**config.mk**
```make
export PLATFORM = sky130hd
export DESIGN_NAME = reorder_aging_zq
export DESIGN_NICKNAME = d
export VERILOG_FILES = /design/src/rtl/zq_sched.v /design/src/rtl/reorder_aging_zq.v
export VERILOG_INCLUDE_DIRS = /design/src /design/src/rtl
export SDC_FILE = /design/constraint.sdc
export NUM_CORES = 1
export LEC_CHECK = 0
export ABC_AREA = 1
export CAP_MARGIN = 20
export CORE_MARGIN = 3
export CORE_UTILIZATION = 60
export DETAILED_ROUTE_END_ITERATION = 10
export DONT_BUFFER_PORTS = 1
export GPL_ROUTABILITY_DRIVEN = 0
export PLACE_DENSITY = 0.76
export SLEW_MARGIN = 20
export SYNTH_ARGS = -nofsm -noshare
export SYNTH_HDL_FRONTEND = slang
export SYNTH_SLANG_ARGS = --single-unit
```
**constraint.sdc**
```tcl
create_clock -name CLK -period 13.1 [get_ports CLK]
set_clock_uncertainty 0.2 [all_clocks]
set_input_delay 1.31 -clock CLK [delete_from_list [all_inputs] [get_ports CLK]]
set_output_delay 1.31 -clock CLK [all_outputs]
set_load 0.03 [all_outputs]
```
**src/rtl/reorder_zq_defs.vh**
```
`ifndef REORDER_ZQ_DEFS_VH
`define REORDER_ZQ_DEFS_VH
// Aging and guard
`define AGE_W 4
`define AGE_LEVEL_DEFAULT 4'hf
`define GUARD_W 4
`define GUARD_RESET 4'h0
// Request slots
`define SLOTS 4
`define SCORE_W 4
`define SCORE_MAX 4'hf
// Calibration intervals in ns and cycles at 50 ns per clock
`define CLK_PERIOD_NS 50
`define ZQCL_TIME_NS 360
`define ZQCS_TIME_NS 90
`define ZQCL_CYCLES ((`ZQCL_TIME_NS + `CLK_PERIOD_NS - 1) / `CLK_PERIOD_NS)
`define ZQCS_CYCLES ((`ZQCS_TIME_NS + `CLK_PERIOD_NS - 1) / `CLK_PERIOD_NS)
// Automatic calibration periods in cycles
`define ZQCL_PERIOD 16'h0fa0
`define ZQCS_PERIOD 16'h07d0
`define CNT_W 16
`endif

```
**src/rtl/zq_sched.v**
```verilog
`timescale 1ns/100ps
`default_nettype none
`include "reorder_zq_defs.vh"
// Serialized ZQ calibration toward two ranks sharing one resistor
module zq_sched #(
	parameter [15:0] ZQCL_PERIOD = `ZQCL_PERIOD,
	parameter [15:0] ZQCS_PERIOD = `ZQCS_PERIOD
) (
	input wire clk,
	input wire rst,
	input wire auto_zqcl_en,
	input wire auto_zqcs_en,
	input wire sw_zq_req,
	input wire sw_zq_long,
	input wire sw_zq_cs,
	output reg zq_cmd,
	output reg zq_long,
	output reg zq_cs,
	output wire zq_busy,
	output wire sw_zq_ack
);
	localparam [3:0] S_IDLE = 4'h1;
	localparam [3:0] S_CS0 = 4'h2;
	localparam [3:0] S_CS1 = 4'h4;
	localparam [3:0] S_SW = 4'h8;
	localparam integer ZQCL_INT = `ZQCL_CYCLES;
	localparam integer ZQCS_INT = `ZQCS_CYCLES;
	localparam [15:0] ZQCL_CYC = ZQCL_INT[15:0];
	localparam [15:0] ZQCS_CYC = ZQCS_INT[15:0];
	reg [3:0] state_q;
	reg [15:0] wait_q;
	reg [15:0] lper_q;
	reg [15:0] sper_q;
	reg long_pend_q;
	reg short_pend_q;
	wire [15:0] intv = zq_long ? ZQCL_CYC : ZQCS_CYC;
	// A period that expires while its pair finishes must stay pending
	wire lfire = auto_zqcl_en && (lper_q == ZQCL_PERIOD - 16'h0001);
	wire sfire = auto_zqcs_en && (sper_q == ZQCS_PERIOD - 16'h0001);
	assign zq_busy = (state_q != S_IDLE);
	assign sw_zq_ack = (state_q == S_IDLE) && sw_zq_req && !long_pend_q && !short_pend_q;
	always @(posedge clk) begin
		if (rst) begin
			state_q <= S_IDLE;
			wait_q <= 16'h0000;
			lper_q <= 16'h0000;
			sper_q <= 16'h0000;
			long_pend_q <= 1'b0;
			short_pend_q <= 1'b0;
			zq_cmd <= 1'b0;
			zq_long <= 1'b0;
			zq_cs <= 1'b0;
		end else begin
			zq_cmd <= 1'b0;
			// Periodic timers run only while their automatic mode is enabled
			if (!auto_zqcl_en) begin
				lper_q <= 16'h0000;
			end else if (lper_q == ZQCL_PERIOD - 16'h0001) begin
				lper_q <= 16'h0000;
				long_pend_q <= 1'b1;
			end else begin
				lper_q <= lper_q + 16'h0001;
			end
			if (!auto_zqcs_en) begin
				sper_q <= 16'h0000;
			end else if (sper_q == ZQCS_PERIOD - 16'h0001) begin
				sper_q <= 16'h0000;
				short_pend_q <= 1'b1;
			end else begin
				sper_q <= sper_q + 16'h0001;
			end
			if (wait_q != 16'h0000) begin
				wait_q <= wait_q - 16'h0001;
			end
			case (state_q)
			S_IDLE: begin
				if (long_pend_q || short_pend_q) begin
					zq_cmd <= 1'b1;
					zq_long <= long_pend_q;
					zq_cs <= 1'b0;
					wait_q <= long_pend_q ? ZQCL_CYC : ZQCS_CYC;
					state_q <= S_CS0;
				end else if (sw_zq_req) begin
					zq_cmd <= 1'b1;
					zq_long <= sw_zq_long;
					zq_cs <= sw_zq_cs;
					wait_q <= sw_zq_long ? ZQCL_CYC : ZQCS_CYC;
					state_q <= S_SW;
				end
			end
			S_CS0: begin
				// Second rank only after the first interval has fully run out
				if (wait_q == 16'h0000) begin
					zq_cmd <= 1'b1;
					zq_cs <= 1'b1;
					wait_q <= intv;
					state_q <= S_CS1;
				end
			end
			S_CS1: begin
				if (wait_q == 16'h0000) begin
					if (zq_long) begin
						long_pend_q <= lfire;
					end else begin
						short_pend_q <= sfire;
					end
					state_q <= S_IDLE;
				end
			end
			S_SW: begin
				if (wait_q == 16'h0000) begin
					state_q <= S_IDLE;
				end
			end
			default: begin
				state_q <= S_IDLE;
			end
			endcase
		end
	end
endmodule
`default_nettype wire

```
**src/rtl/reorder_aging_zq.v**
```verilog
// Operation
// - After reordering a request at maximum dynamic score waits a further guard count before top priority.
// - Waiting requests age so low-priority traffic is never starved.
// - A request whose aging counter reaches 15 receives the highest-priority tag.
// - ZQ commands never go to both chip selects at once; they are serialized.
// - Automatic long and short calibrations can each be disabled on their own.
// - After any ZQ command all data transfers are held off until its interval elapses.
`timescale 1ns/100ps
`default_nettype none
`include "reorder_zq_defs.vh"
module reorder_aging_zq #(
	parameter N = `SLOTS,
	parameter [15:0] ZQCL_PERIOD = `ZQCL_PERIOD,
	parameter [15:0] ZQCS_PERIOD = `ZQCS_PERIOD
) (
	// Clock and reset
	input wire CLK,
	input wire RST,
	// Reorder control
	input wire REORDER_EN,
	input wire [3:0] REORDER_AGING_GUARD,
	// Request slots, one bit or field per slot
	input wire [N-1:0] REQ_VALID,
	input wire [N*4-1:0] REQ_SCORE,
	// Memory side grant
	input wire MEM_READY,
	output wire [N-1:0] GRANT,
	output wire [N-1:0] TOP_PRIO,
	// ZQ control
	input wire AUTO_ZQCL_EN,
	input wire AUTO_ZQCS_EN,
	input wire SW_ZQ_REQ,
	input wire SW_ZQ_LONG,
	input wire SW_ZQ_CS,
	output wire SW_ZQ_ACK,
	output wire ZQ_CMD,
	output wire ZQ_LONG,
	output wire ZQ_CS,
	output wire XFER_HOLD
);
	wire zq_busy;
	wire issue_ok = MEM_READY && !zq_busy;
	reg [N-1:0] gnt;
	reg [3:0] best_score;
	reg found_top;
	integer i;
	assign XFER_HOLD = zq_busy;
	assign GRANT = gnt;
	genvar g;
	generate
		for (g = 0; g < N; g = g + 1) begin : slot
			reg [3:0] age_q;
			reg [3:0] guard_q;
			reg top_q;
			wire [3:0] score = REQ_SCORE[g*4 +: 4];
			wire at_max = REORDER_EN && (score == `SCORE_MAX);
			assign TOP_PRIO[g] = top_q;
			always @(posedge CLK) begin
				if (RST || !REQ_VALID[g] || gnt[g]) begin
					age_q <= 4'h0;
					guard_q <= 4'h0;
					top_q <= 1'b0;
				end else begin
					// Age every waiting request so none starves
					if (age_q != `AGE_LEVEL_DEFAULT) begin
						age_q <= age_q + 4'h1;
					end
					// Guard counts only once the top aging level and max score are reached
					if (at_max && age_q == `AGE_LEVEL_DEFAULT &&
							guard_q != REORDER_AGING_GUARD) begin
						guard_q <= guard_q + 4'h1;
					end
					if (age_q == `AGE_LEVEL_DEFAULT &&
							(!at_max || guard_q == REORDER_AGING_GUARD)) begin
						top_q <= 1'b1;
					end
				end
			end
		end
	endgenerate
	// Top priority tag beats score; lowest slot wins ties
	always @* begin
		gnt = {N{1'b0}};
		best_score = 4'h0;
		found_top = 1'b0;
		if (issue_ok) begin
			for (i = 0; i < N; i = i + 1) begin
				if (REQ_VALID[i] && TOP_PRIO[i] && !found_top) begin
					found_top = 1'b1;
					gnt = {N{1'b0}};
					gnt[i] = 1'b1;
				end
			end
			if (!found_top) begin
				for (i = 0; i < N; i = i + 1) begin
					if (REQ_VALID[i] && (gnt == {N{1'b0}} ||
							(REORDER_EN && REQ_SCORE[i*4 +: 4] > best_score))) begin
						gnt = {N{1'b0}};
						gnt[i] = 1'b1;
						best_score = REQ_SCORE[i*4 +: 4];
					end
				end
			end
		end
	end
	zq_sched #(
		.ZQCL_PERIOD(ZQCL_PERIOD),
		.ZQCS_PERIOD(ZQCS_PERIOD)
	) u_zq (
		.clk(CLK),
		.rst(RST),
		.auto_zqcl_en(AUTO_ZQCL_EN),
		.auto_zqcs_en(AUTO_ZQCS_EN),
		.sw_zq_req(SW_ZQ_REQ),
		.sw_zq_long(SW_ZQ_LONG),
		.sw_zq_cs(SW_ZQ_CS),
		.zq_cmd(ZQ_CMD),
		.zq_long(ZQ_LONG),
		.zq_cs(ZQ_CS),
		.zq_busy(zq_busy),
		.sw_zq_ack(SW_ZQ_ACK)
	);
endmodule
`default_nettype wire

```
Yosys cells after proc, flatten, opt, wreduce, memory -nomap -nowiden
Cells that the tools add are included.

Input port bits: 33. Flip-flop bits (word level): 93. Output and inout port bits: 13.

Reductions and logical operators: 82. Muxes and demuxes: 67. Order comparisons: 4. Equal/unequal tests: 30. $add $sub $neg: 11. Bitwise gates (word level): 2.

Operators by type and width (count): $mux W4 (32); $mux W16 (4); $logic_and A1 B1 Y1 (37); $eq A4 B4 Y1 const B (9); $add A16 B1 Y16 const B (2); $add A4 B1 Y4 const B (8); $pmux W16 S2 (1); $mux W1 (27); $logic_or A1 B1 Y1 (17); $eq A16 B11 Y1 const B (1); $eq A16 B12 Y1 const B (1); $eq A4 B4 Y1 (4); $logic_not A16 Y1 (1); $logic_not A4 Y1 (4); $ne A4 B4 Y1 (4); $ne A4 B4 Y1 const B (4); $reduce_bool A16 Y1 (1); $sub A16 B1 Y16 const B (1); $logic_not A1 Y1 (14); $gt A4 B4 Y1 (3); $pmux W4 S3 (1); $reduce_and A3 Y1 (2); $reduce_or A3 Y1 (2); $eq A4 B1 Y1 const B (1); other kinds (11) (15).

Logic depth before layout (Yosys ltp)
Gate-level depths: netlist of run 1.

Word-level depth: 44. Gate-level depth with buffers: 39. Gate-level depth less buffers: 38.

Modules after synthesis
From an unflattened synthesis of run 1, not the netlist that was laid out.

Cell total of the unflattened synthesis: 738. Area total of the unflattened synthesis: 5446.5 um^2.

Modules (own cells, without submodules): zq_sched (times used 1, area each 2964.1 um^2, cells an instance 397, sequential area each 1141.1 um^2); reorder_aging_zq (times used 1, area each 2482.4 um^2, cells an instance 341, sequential area each 720.7 um^2).

Least setup slack after synthesis of run 1
Ideal clock, no wire load.

Path kind: input to output. Start: in REQ_VALID[3]. End: out GRANT[1]. Setup slack: 6.835 ns. Data required time: 11.590 ns. Buffers on the path: 1. Cell stages on the path: 34. Data arrival time: 4.755 ns. Cells stage by stage: nand2_1 > nand4_2 > nand2_1 > nand2_2 > inv_1 > nand2_1 > ha_1 > nand2_1 > nor2_1 > nor2_1 > nand2_1 > nand2_1 > nand2_2 > buf_2 > nand2_1 > o21ai_0 > ha_1 > nand2_1 > o21ai_0 > nand3_1 > nand2_2 > nand2_4 > nand2_1 > o21ai_0 > ha_1 > a21oi_1 > o21ai_0 > nand3_1 > nand2_1 > nand2_2 > nand3_1 > nand2_1 > nand2_2 > inv_1.

Cells in the longest elaborated chain, start to end: 31. Elaborated cells on any way between the ends: 45.

RTL lines: start: declaration (line reorder_aging_zq.v:23) `input wire [N-1:0] REQ_VALID,`; $logic_and A1 B1 Y1 (2 in a row) (line reorder_aging_zq.v:88) `if (REQ_VALID[i] && TOP_PRIO[i] && !found_top) begin`; $mux W4 (line reorder_aging_zq.v:88); $mux W4 (line reorder_aging_zq.v:86) `if (issue_ok) begin`; $logic_not A4 Y1 (line reorder_aging_zq.v:96) `if (REQ_VALID[i] && (gnt == {N{1'b0}} ||`; $logic_or A1 B1 Y1 (line reorder_aging_zq.v:96); $logic_and A1 B1 Y1 (line reorder_aging_zq.v:96); $mux W4 (line reorder_aging_zq.v:96); $mux W4 (line reorder_aging_zq.v:94) `if (!found_top) begin`; [... 14 more ...]; $mux W4 (line reorder_aging_zq.v:86); $gt A4 B4 Y1 (line reorder_aging_zq.v:97) `(REORDER_EN && REQ_SCORE[i*4 +: 4] > best_score))) begin`; $logic_and A1 B1 Y1 (line reorder_aging_zq.v:97); $logic_or A1 B1 Y1 (line reorder_aging_zq.v:96); $logic_and A1 B1 Y1 (line reorder_aging_zq.v:96); $mux W4 (line reorder_aging_zq.v:96); $mux W4 * (line reorder_aging_zq.v:94); $mux W4 * (line reorder_aging_zq.v:86); end: declaration (line reorder_aging_zq.v:27) `output wire [N-1:0] GRANT,`.

Mark *: on every way between the ends. The rest lies on a longest branch, timed or not. The select of a mux whose other input is x is not followed.

Final worst setup path of run 1
Ends and elaborated chain as after synthesis.

==> run summary, run 1 <==
Outcome -> finished, final reports clean
Minimum clock period -> 6.68 ns
Leakage power -> 2.32 nW
Final Hold Fails -> 0
Final antenna-violating net count -> 0
Hold path depth -> 1
Cell depth of the worst flop-to-flop path -> 32
Synth Instances -> 728
Power density cells -> 149 nW/um^2
Via count -> 4423
Area grow syn2layout -> 5.35%
Crit-path most repeated cell -> nand2_1
Worst-path clk slew -> 0.09 ns
Cell Area, Synth -> 5240 sq um
Min-delay worst type -> reg2reg
Fraction of layout cells with a size suffix above 1 -> 8.76%
Worst-path maximum fanout -> 12
DRT Pass-1 Iters -> 5
DRC viols -> 0
Layout Utilization -> 66.2%
H-tree levels -> 3
DP Worst Slack -> 6.47 ns
Largest net degree at the start of global routing -> 17
CTS tree -> done
Full die area -> 9890 sq um
Cell with the most instances after synthesis -> nand2_1
Setup repair bufs after CTS -> 0
Fmax -> 150 MHz
Hold-fix buffers, CTS -> 0
Final wirelength -> 10.7 mm
NumNets Final -> 784
Most used DFF post-synth -> dfxtp_1
Worst R2R Start -> slot[3].top_q
Post-synth ARST share -> 0%
Ant. Diodes -> 0
Antenna violations before repair -> 0
Number of flops mapped to enable cells by yosys -> 0
Max-cap violations -> 0
Clock sinks -> 93
GRT Total Usage -> 22.3%
Syn_nets -> 785
Max-slew headroom -> 33.0%
Setup Crit Path Kind -> in2out
Top Ports -> 46
Reg-to-reg setup timing slack -> 8.28 ns
Yosys top cell area share -> 35.5%
Setup violations, final -> 0
Sequential share of the synthesized area -> 35.5%
Port Buffers -> 0
Final Max Tran Viols -> 0
RR Endpoint -> slot[3].guard_q[0]
DIE WIDTH -> 99.4 microns
Startpoint Class -> input port
Fin crit share -> 51.0%
Std-Cell Rows -> 33
Post-CTS sizing -> 0
CP required -> 11.59 ns
Worst EP arrival -> 5.17 ns
Core area -> 8340 sq um
Syn avg cell area -> 7.20 sq um
Worst vdd ir -> 66.5 uV
Largest cells by area after synthesis -> dfxtp_1 36%, nand2_1 8.2%, nor2_1 7.8%
Hold endpoint -> u_zq.lper_q[0]
Clock tree buffer depth -> 2
Via/cell ratio -> 5.29
Total CTS buffers -> 9
CP peak stage delay -> 0.30 ns
Total power -> 0.822 mW
Floorplan die height -> 99.4 microns
Global-route wire length before repair -> 18.4 mm
Min-Delay Startpoint -> u_zq.lper_q[0]
Clock root buffer -> clkbuf_8
Slowest CP cell -> ha_1
Synthesized flop and latch total -> 93
Crit. End Element -> primary output
1st-iter DRT viols -> 232
Setup TNS -> 0 ns
Hold WS -> 0.249 ns
DP HPWL -> 8.44 mm
Worst slew pin tran -> 0.997 ns
RSZ-0062 raised after global routing -> false
Starting Density -> 62.8%
Distinct cell type count after synthesis -> 40
WL per Instance -> 12.8 microns
Clk_lat worst skew -> 0.35 ns
Largest area contributor in the netlist -> dfxtp_1
Synth cell count leaders -> 114 x nand2_1, 109 x nor2_1, 108 x inv_1
Final worst slack -> 6.42 ns
Number of global-route vias before repair -> 4219
Global route overflow -> 0
Synth Warn # -> 0
-- per-layer routing --
metal,track usage (%),share of wire (%),wire [microns]
met4,6.93,1.2,129
met5,0,0,0
met3,5.26,6.2,666
met2,38.0,47,5070
met1,28.0,45,4820
-- layout make-up --
cell class	count	area, sq um
Sequential cell	93	1860
Fill cell	721	2820
Clock buffer	10	138
Clock inverter	5	82.6
Multi-Input combinational cell	510	2880
Inverter	113	424
Tap cell	105	131
-- worst max-delay path by stage --
stage,from,to,slack (ns)
after global placement,REQ_VALID[3],GRANT[1],6.63
after detailed placement,REQ_VALID[3],GRANT[1],6.47
after floorplan,REQ_VALID[3],GRANT[1],6.84
after global routing,REQ_VALID[3],GRANT[1],5.97
after CTS,REQ_VALID[3],GRANT[1],6.46
final,REQ_VALID[3],GRANT[1],6.42
-- per-stage QoR --
step           area, sq um  cells
6_report              5520    836
5_1_grt               5520    836
4_1_cts               5520    836
3_5_place_dp          5300    821
3_3_place_gp          5300    821
2_1_floorplan         5240    728
-- where the power goes --
group          internal, mW  switching (mW)
logic                0.0982           0.178
clock network         0.113          0.0997
registers             0.309          0.0251
-- cells in the final DEF (no fill, tap or decap), types with 2 or more instances in the layout --
| cell type | n |
|---|---|
| nand2_1 | 114 |
| nor2_1 | 109 |
| inv_1 | 108 |
| dfxtp_1 | 93 |
| a21oi_1 | 42 |
| nand3_1 | 33 |
| o21ai_0 | 30 |
| xnor2_1 | 30 |
| ha_1 | 24 |
| nand4_1 | 19 |
| xor2_1 | 19 |
| nand2_2 | 14 |
| nor3_1 | 14 |
| nor2_2 | 12 |
| clkbuf_8 | 10 |
| nor4_1 | 6 |
| nor3b_1 | 6 |
| nand2_4 | 5 |
| mux2i_1 | 5 |
| nand3_2 | 4 |
| clkinv_1 | 3 |
| nor3_2 | 3 |
| nor2_4 | 3 |
| o21a_1 | 3 |
| or2_4 | 2 |
| inv_2 | 2 |
| or2_2 | 2 |
| bufinv_16 | 2 |
-- state kept, by name, indices dropped and copies added, names as in the netlist --
register           cells
slot.age_q            16
slot.guard_q          16
u_zq.lper_q           16
u_zq.sper_q           16
u_zq.wait_q           16
slot.top_q             4
u_zq.state_q           4
u_zq.long_pend_q       1
u_zq.short_pend_q      1
u_zq.zq_cmd            1
u_zq.zq_cs             1
u_zq.zq_long           1
-- critical path: cells and delay by family --
| kind | cells | cell delay [ns] |
|---|---|---|
| and+or+nand+nor | 21 | 1.74 |
| buffers and inverters | 3 | 0.39 |
| adders and majority gates | 3 | 0.88 |
| AOI/OAI and AO/OA | 6 | 0.84 |
-- cell families after synthesis --
kind of cell    synth area share, %
xor+xnor                       8.19
mux                           0.955
flops                          35.5
simple gates                   31.8
compound gates                 8.34
buf+inv                        9.46
fa+ha+maj                      5.73
(Power assumes the default switching activity.)
==> run 2: changes to the inputs <==
- clock period: 13.1 -> 6.7 ns (I/O delays scaled with it)
==> run 2 against run 1 <==
  * Global-route usage is 0.10 points higher
  * Wire length is 1.3% higher
  * Via count up 1.2%
  * Sequential cell count is the same
  * Sequential power up 95%
  * Combinational power increased by 97%
  * Non-clock buffer count unchanged
  * Sequential share of layout area is 0.18 points higher
  * Clock power rose by 75%
  * Clock-buffer cell count up 2
  * Critical path depth down 1
  * Largest cell class unchanged
  * Largest power group unchanged
==> run summary, run 2 (synthesized netlist as in run 1, its figures left out) <==
Hold-fix buffers, CTS -> 0 (unchanged)
WL per Instance -> 12.9 microns (was 12.8 microns)
Final Non-Filler Cells -> 836 (unchanged)
Post-CTS sizing -> 0 (unchanged)
RR Endpoint -> slot[3].guard_q[0] (unchanged)
Via/cell ratio -> 5.36 (was 5.29)
Via count -> 4478 (was 4423)
Final antenna-violating net count -> 0 (unchanged)
DP HPWL -> 8.47 mm (was 8.44 mm)
Crit-path most repeated cell -> nand2_1 (unchanged)
Min-Delay Startpoint -> RST (was u_zq.lper_q[0])
Global-route wire length before repair -> 18.5 mm (was 18.4 mm)
Hold endpoint -> u_zq.short_pend_q (was u_zq.lper_q[0])
Cell depth of the worst flop-to-flop path -> 32 (unchanged)
Largest net degree at the start of global routing -> 17 (unchanged)
Final wirelength -> 10.8 mm (was 10.7 mm)
Antenna violations before repair -> 0 (unchanged)
Setup repair bufs after CTS -> 0 (unchanged)
Clock root buffer -> clkbuf_8 (unchanged)
RSZ-0062 raised after global routing -> false (unchanged)
Worst Path Buf+Inv -> 2 (was 3)
Worst R2R Start -> slot[3].top_q (unchanged)
NumNets Final -> 784 (unchanged)
Fillers -> 710 (was 721)
Setup Crit Path Kind -> reg2out (was in2out)
Max-cap violations -> 0 (unchanged)
Port Buffers -> 0 (unchanged)
GRT Total Usage -> 22.4% (was 22.3%)
Fin crit share -> 86.3%
Total CTS buffers -> 9 (unchanged)
Crit. End Element -> primary output (unchanged)
Clock tree buffer depth -> 2 (unchanged)
Slowest CP cell -> dfxtp_1 (was ha_1)
Worst-path maximum fanout -> 12 (unchanged)
Placement Cell Area -> 5300 sq um (unchanged)
Total power -> 1.56 mW (was 0.822 mW)
Worst EP arrival -> 4.91 ns (was 5.17 ns)
Global route overflow -> 0 (unchanged)
Cell area after layout -> 5490 sq um (was 5520 sq um)
Final Max Tran Viols -> 0 (unchanged)
Worst slew pin tran -> 0.990 ns (was 0.997 ns)
Starting Density -> 62.8% (unchanged)
Setup TNS -> 0 ns (unchanged)
Startpoint Class -> flop (was input port)
Reg-to-reg setup timing slack -> 1.82 ns (was 8.28 ns)
Setup violations, final -> 0 (unchanged)
Minimum clock period -> 5.78 ns
Max-slew headroom -> 33.5% (was 33.0%)
1st-iter DRT viols -> 260 (was 232)
CP peak stage delay -> 0.61 ns (was 0.30 ns)
Area grow syn2layout -> 4.80% (was 5.35%)
Floorplan die height -> 99.4 microns (unchanged)
Fmax -> 173 MHz
Clock sinks -> 93 (unchanged)
CTS tree -> done (unchanged)
Ant. Diodes -> 0 (unchanged)
DIE WIDTH -> 99.4 microns (unchanged)
CP required -> 5.83 ns (was 11.59 ns)
Commonest non-fill, non-tap cell in the layout -> nand2_1 (unchanged)
Hold path depth -> 1 (unchanged)
DRC viols -> 0 (unchanged)
Min-delay worst type -> in2reg (was reg2reg)
Hold WS -> 0.181 ns (was 0.249 ns)
Outcome -> finished, final reports clean (unchanged)
Worst-path clk slew -> 0.09 ns (about the same)
Power density cells -> 285 nW/um^2 (was 149 nW/um^2)
DRT Pass-1 Iters -> 5 (unchanged)
Most frequent cells in the layout -> 114 x nand2_1, 109 x nor2_1, 108 x inv_1 (unchanged)
Worst vdd ir -> 143 uV (was 66.5 uV)
Full die area -> 9890 sq um (unchanged)
Std-Cell Rows -> 33 (unchanged)
Top Ports -> 46 (unchanged)
H-tree levels -> 3 (unchanged)
Clk_lat worst skew -> 0.35 ns (about the same)
Number of global-route vias before repair -> 4306 (was 4219)
Core area -> 8340 sq um (unchanged)
Dominant delay contributor by cell family on the critical path -> simple AND/OR/NAND/NOR gates (unchanged)
Fraction of layout cells with a size suffix above 1 -> 8.48% (was 8.76%)
Leakage power -> 2.30 nW (was 2.32 nW)
Final Hold Fails -> 0 (unchanged)
Cells after DPL -> 821 (unchanged)
## run 2: changes by cell type in the layout (fill, tap and decap cells not counted)
cell        change
clkbuf_1        +2
bufinv_16       -1
clkinv_2        -1
clkinvlp_4      +1
inv_6           -1
## run 2: metal layers
metal	GRT usage [%]	vias to the layer above	wire length [microns]
met5	0	-	0
met4	8.40	0	142
met3	4.63	13	662
met2	38.5	105	5200
met1	27.7	2043	4820
li1	-	2317	-
## run 2: where the power goes
group | switching (mW) | internal [mW]
clock network | 0.188 | 0.182
logic | 0.351 | 0.192
registers | 0.0488 | 0.603
total | 0.588 | 0.977
## run 2: worst reg2reg max path, delay by kind of cell (launching register included)
kind	cells	cell delay (ns)
flip-flops	1	0.61
buffers and inverters	1	0.09
AO/OA/AOI/OAI	6	0.86
AND/OR/NAND/NOR	22	2.23
adder cells (fa/ha/maj)	3	0.84
## run 2: metrics by stage
stage | util, % | worst slack, ns
5_1_grt | 65.8 | 0.492
3_5_place_dp | 63.5 | 1.31
4_1_cts | 65.8 | 1.00
6_report | 65.8 | 0.917
2_1_floorplan | - | 1.72
3_3_place_gp | 63.5 | 1.51
## run 2: layout make-up
type                       instances  area [sq um]  share of cell area [%]
clock inverter                     3          46.3                   0.843
sequential                        93          1860                    33.9
tap                              105           131                    2.39
inverter                         113           424                    7.73
multi-input combinational        510          2880                    52.5
clock buffer                      12           145                    2.64
## run 2: how the worst max path moves through the flow
| stage | start | endpoint | slack (ns) | depth (start not counted) |
|---|---|---|---|---|
| 2_1_floorplan | REQ_VALID[3] | GRANT[1] | 1.72 | 34 |
| 3_3_place_gp | REQ_VALID[3] | GRANT[1] | 1.51 | 33 |
| 3_5_place_dp | REQ_VALID[3] | GRANT[1] | 1.31 | 33 |
| 4_1_cts | slot[3].top_q | GRANT[1] | 1.00 | 32 |
| 5_1_grt | slot[3].top_q | GRANT[1] | 0.49 | 32 |
| 6_report | slot[3].top_q | GRANT[1] | 0.92 | 32 |
==> run 3: changes to the inputs <==
- SYNTH_HIERARCHICAL: not set -> 1
==> run 3 against run 2 <==
  * Clock power is 2% higher
  * Cell count increased by 1.9%
  * First-iteration DRC count decreased by 19%
  * Area after synthesis up 4.0%
  * Sequential power decreased by 1%
  * Design area up 3.7%
  * Register-to-register slack got worse by 0.23 ns
  * Hold slack lost 0.0094 ns
  * Sequential share of layout area down 1.1 points
  * Sequential cell count unchanged
  * Non-clock buffer count unchanged
==> run summary, run 3 <==
Outcome -> finished, final reports clean (unchanged)
Final Max Tran Viols -> 0 (unchanged)
Fmax -> 166 MHz (was 173 MHz)
Synth Instances -> 738 (was 728)
Worst-path clk slew -> 0.09 ns (about the same)
Ant. Diodes -> 0 (unchanged)
Worst slew pin tran -> 1.11 ns (was 0.990 ns)
Min-delay worst type -> in2reg (unchanged)
Distinct cell type count after synthesis -> 44 (was 40)
Most used DFF post-synth -> dfxtp_1 (unchanged)
RSZ-0062 raised after global routing -> false (unchanged)
DRT Pass-1 Iters -> 7 (was 5)
Post-synthesis simple-gate area fraction -> 35.2% (was 31.8%)
Final antenna-violating net count -> 0 (unchanged)
Clk_lat worst skew -> 0.35 ns (about the same)
Register area -> 1870 sq um (was 1860 sq um)
Top Ports -> 46 (unchanged)
Startpoint Class -> flop (unchanged)
Post-synthesis adder-cell area fraction -> 5.51% (was 5.73%)
Clock sinks -> 93 (unchanged)
DP HPWL -> 8.85 mm (was 8.47 mm)
Largest net degree at the start of global routing -> 17 (unchanged)
1st-iter DRT viols -> 210 (was 260)
Final wirelength -> 11.4 mm (was 10.8 mm)
Fraction of layout cells with a size suffix above 1 -> 11.6% (was 8.48%)
CP peak stage delay -> 0.40 ns (was 0.61 ns)
Share of power burned in registers -> 39.5% (was 41.7%)
GRT Total Usage -> 23.6% (was 22.4%)
Commonest non-fill, non-tap cell in the layout -> nand2_1 (unchanged)
Hold-fix buffers, CTS -> 0 (unchanged)
Port Buffers -> 0 (unchanged)
Core area -> 8760 sq um (was 8340 sq um)
DIE WIDTH -> 101 microns (was 99.4 microns)
Mux contribution to synthesized area -> 0.735% (was 0.955%)
CTS tree -> done (unchanged)
Post-CTS sizing -> 0 (unchanged)
Global-route wire length before repair -> 19.9 mm (was 18.5 mm)
Final Hold Fails -> 0 (unchanged)
Minimum clock period -> 6.02 ns (was 5.78 ns)
Setup Crit Path Kind -> reg2out (unchanged)
Clock tree buffer depth -> 2 (unchanged)
Number of global-route vias before repair -> 4518 (was 4306)
Synth Warn # -> 6 (was 0)
H-tree levels -> 3 (unchanged)
Setup repair bufs after CTS -> 0 (unchanged)
Sw frac -> 39.6% (was 37.6%)
Psw -> 0.647 mW (was 0.588 mW)
Leakage power -> 2.42 nW (was 2.30 nW)
Cell Area, Synth -> 5450 sq um (was 5240 sq um)
Setup violations, final -> 0 (unchanged)
Post-synth ARST share -> 0% (unchanged)
Max-cap violations -> 0 (unchanged)
Starting Density -> 62.2% (was 62.8%)
Placement Cell Area -> 5490 sq um (was 5300 sq um)
DRC viols -> 0 (unchanged)
Worst-path maximum fanout -> 11 (was 12)
Hold WS -> 0.171 ns (was 0.181 ns)
Via/cell ratio -> 5.43 (was 5.36)
Layout Utilization -> 65.0% (was 65.8%)
Cell with the most instances after synthesis -> nand2_1 (unchanged)
Full die area -> 10300 sq um (was 9890 sq um)
Crit. End Element -> primary output (unchanged)
Largest area contributor in the netlist -> dfxtp_1 (unchanged)
Combinational family with the most area after synthesis -> simple AND/OR/NAND/NOR gates (unchanged)
Global route overflow -> 0 (unchanged)
Via count -> 4624 (was 4478)
Power density cells -> 287 nW/um^2 (was 285 nW/um^2)
Yosys top cell area share -> 34.2% (was 35.5%)
Reg-to-reg setup timing slack -> 1.59 ns (was 1.82 ns)
Crit-path most repeated cell -> nand2_1 (unchanged)
Clk pwr share -> 23.1% (was 23.7%)
Setup TNS -> 0 ns (unchanged)
WL per Instance -> 13.4 microns (was 12.9 microns)
Area grow syn2layout -> 4.53% (was 4.80%)
Number of flops mapped to enable cells by yosys -> 0 (unchanged)
Synth Area in XOR/XNOR -> 7.40% (was 8.19%)
Largest cells by area after synthesis -> dfxtp_1 34%, nand2_1 8.6%, nor2_1 7.5% (was dfxtp_1 36%, nand2_1 8.2%, nor2_1 7.8%)
Fin crit share -> 89.8% (was 86.3%)
Cell area after layout -> 5690 sq um (was 5490 sq um)
Floorplan die height -> 101 microns (was 99.4 microns)
Part of the power in combinational logic -> 37.5% (was 34.7%)
Max-slew headroom -> 25.5% (was 33.5%)
Worst EP arrival -> 5.15 ns (was 4.91 ns)
Sequential share of the synthesized area -> 34.2% (was 35.5%)
Fillers -> 773 (was 710)
Area of the multi-input gates -> 3130 sq um (was 2880 sq um)
Syn_nets -> 795 (was 785)
Clock root buffer -> clkbuf_8 (unchanged)
Slowest CP cell -> dfxtp_2 (was dfxtp_1)
Std-Cell Rows -> 34 (was 33)
NumNets Final -> 796 (was 784)
Most frequent cells in the layout -> 125 x nand2_1, 109 x nor2_1, 92 x inv_1 (was 114 x nand2_1, 109 x nor2_1, 108 x inv_1)
Synthesized flop and latch total -> 93 (unchanged)
Worst vdd ir -> 189 uV (was 143 uV)
CP required -> 5.83 ns (about the same)
Syn avg cell area -> 7.38 sq um (was 7.20 sq um)
Int Pwr -> 0.985 mW (was 0.977 mW)
Compound-gate portion of the synthesized area -> 8.66% (was 8.34%)
Antenna violations before repair -> 0 (unchanged)
Total CTS buffers -> 9 (unchanged)
Synth cell count leaders -> 125 x nand2_1, 109 x nor2_1, 93 x dfxtp_1 (was 114 x nand2_1, 109 x nor2_1, 108 x inv_1)
run 3: worst paths after layout:
kind	startpoint	endpoint	cells past startpoint
worst max-delay path	slot[2].top_q	GRANT[0]	34
worst min-delay path	RST	u_zq/wait_q[1]	1
worst max register to register	slot[2].top_q	slot[3].age_q[0]	34
worst min register to register	u_zq/sper_q[0]	u_zq/sper_q[0]	1
run 3: cells by family after synthesis:
| logic type | count (synthesis) |
|---|---|
| adder cells (fa/ha/maj) | 24 |
| multiplexers | 4 |
| flip-flops | 93 |
| AO/OA/AOI/OAI | 83 |
| buffers and inverters | 105 |
| XOR/XNOR | 46 |
| AND/OR/NAND/NOR | 383 |
run 3: per-layer routing:
layer / wire [microns] / vias to the layer above / GRT usage, %
met2: 5630 / 98 / 41.2
met3: 647 / 15 / 5.58
met1: 4970 / 2120 / 29.0
met5: 0 / - / 0
met4: 153 / 0 / 6.34
li1: - / 2391 / -
run 3: area by class of cell:
class	instances	area share, %
clock buffer	10	2.42
multi-input combinational	540	55.0
inverter	95	6.35
sequential	93	32.8
tap	108	2.37
clock inverter	6	1.08
run 3: power groups by stage:
stage          clock [mW]  combinational, mW  sequential, mW
2_1_floorplan           0              0.516           0.645
3_3_place_gp            0              0.590           0.654
3_5_place_dp            0              0.604           0.655
4_1_cts             0.389              0.608           0.643
5_1_grt             0.412              0.695           0.650
6_report            0.376              0.612           0.644
run 3: per-stage QoR:
step           worst slack, ns  power (mW)  cells
6_report                 0.684        1.63    852
5_1_grt                 0.0906        1.76    852
4_1_cts                  0.566        1.64    852
3_5_place_dp             0.865        1.26    836
3_3_place_gp              1.14        1.24    836
2_1_floorplan             1.44        1.16    738
run 3: worst max-delay path, delay by kind of cell, from the launching register on:
kind                     cells  cell delay [ns]
adder cells (fa/ha/maj)      3             0.90
AND/OR/NAND/NOR             20             1.89
flip-flops                   1             0.40
buffers and inverters        2             0.34
AO/OA/AOI/OAI                9             1.28
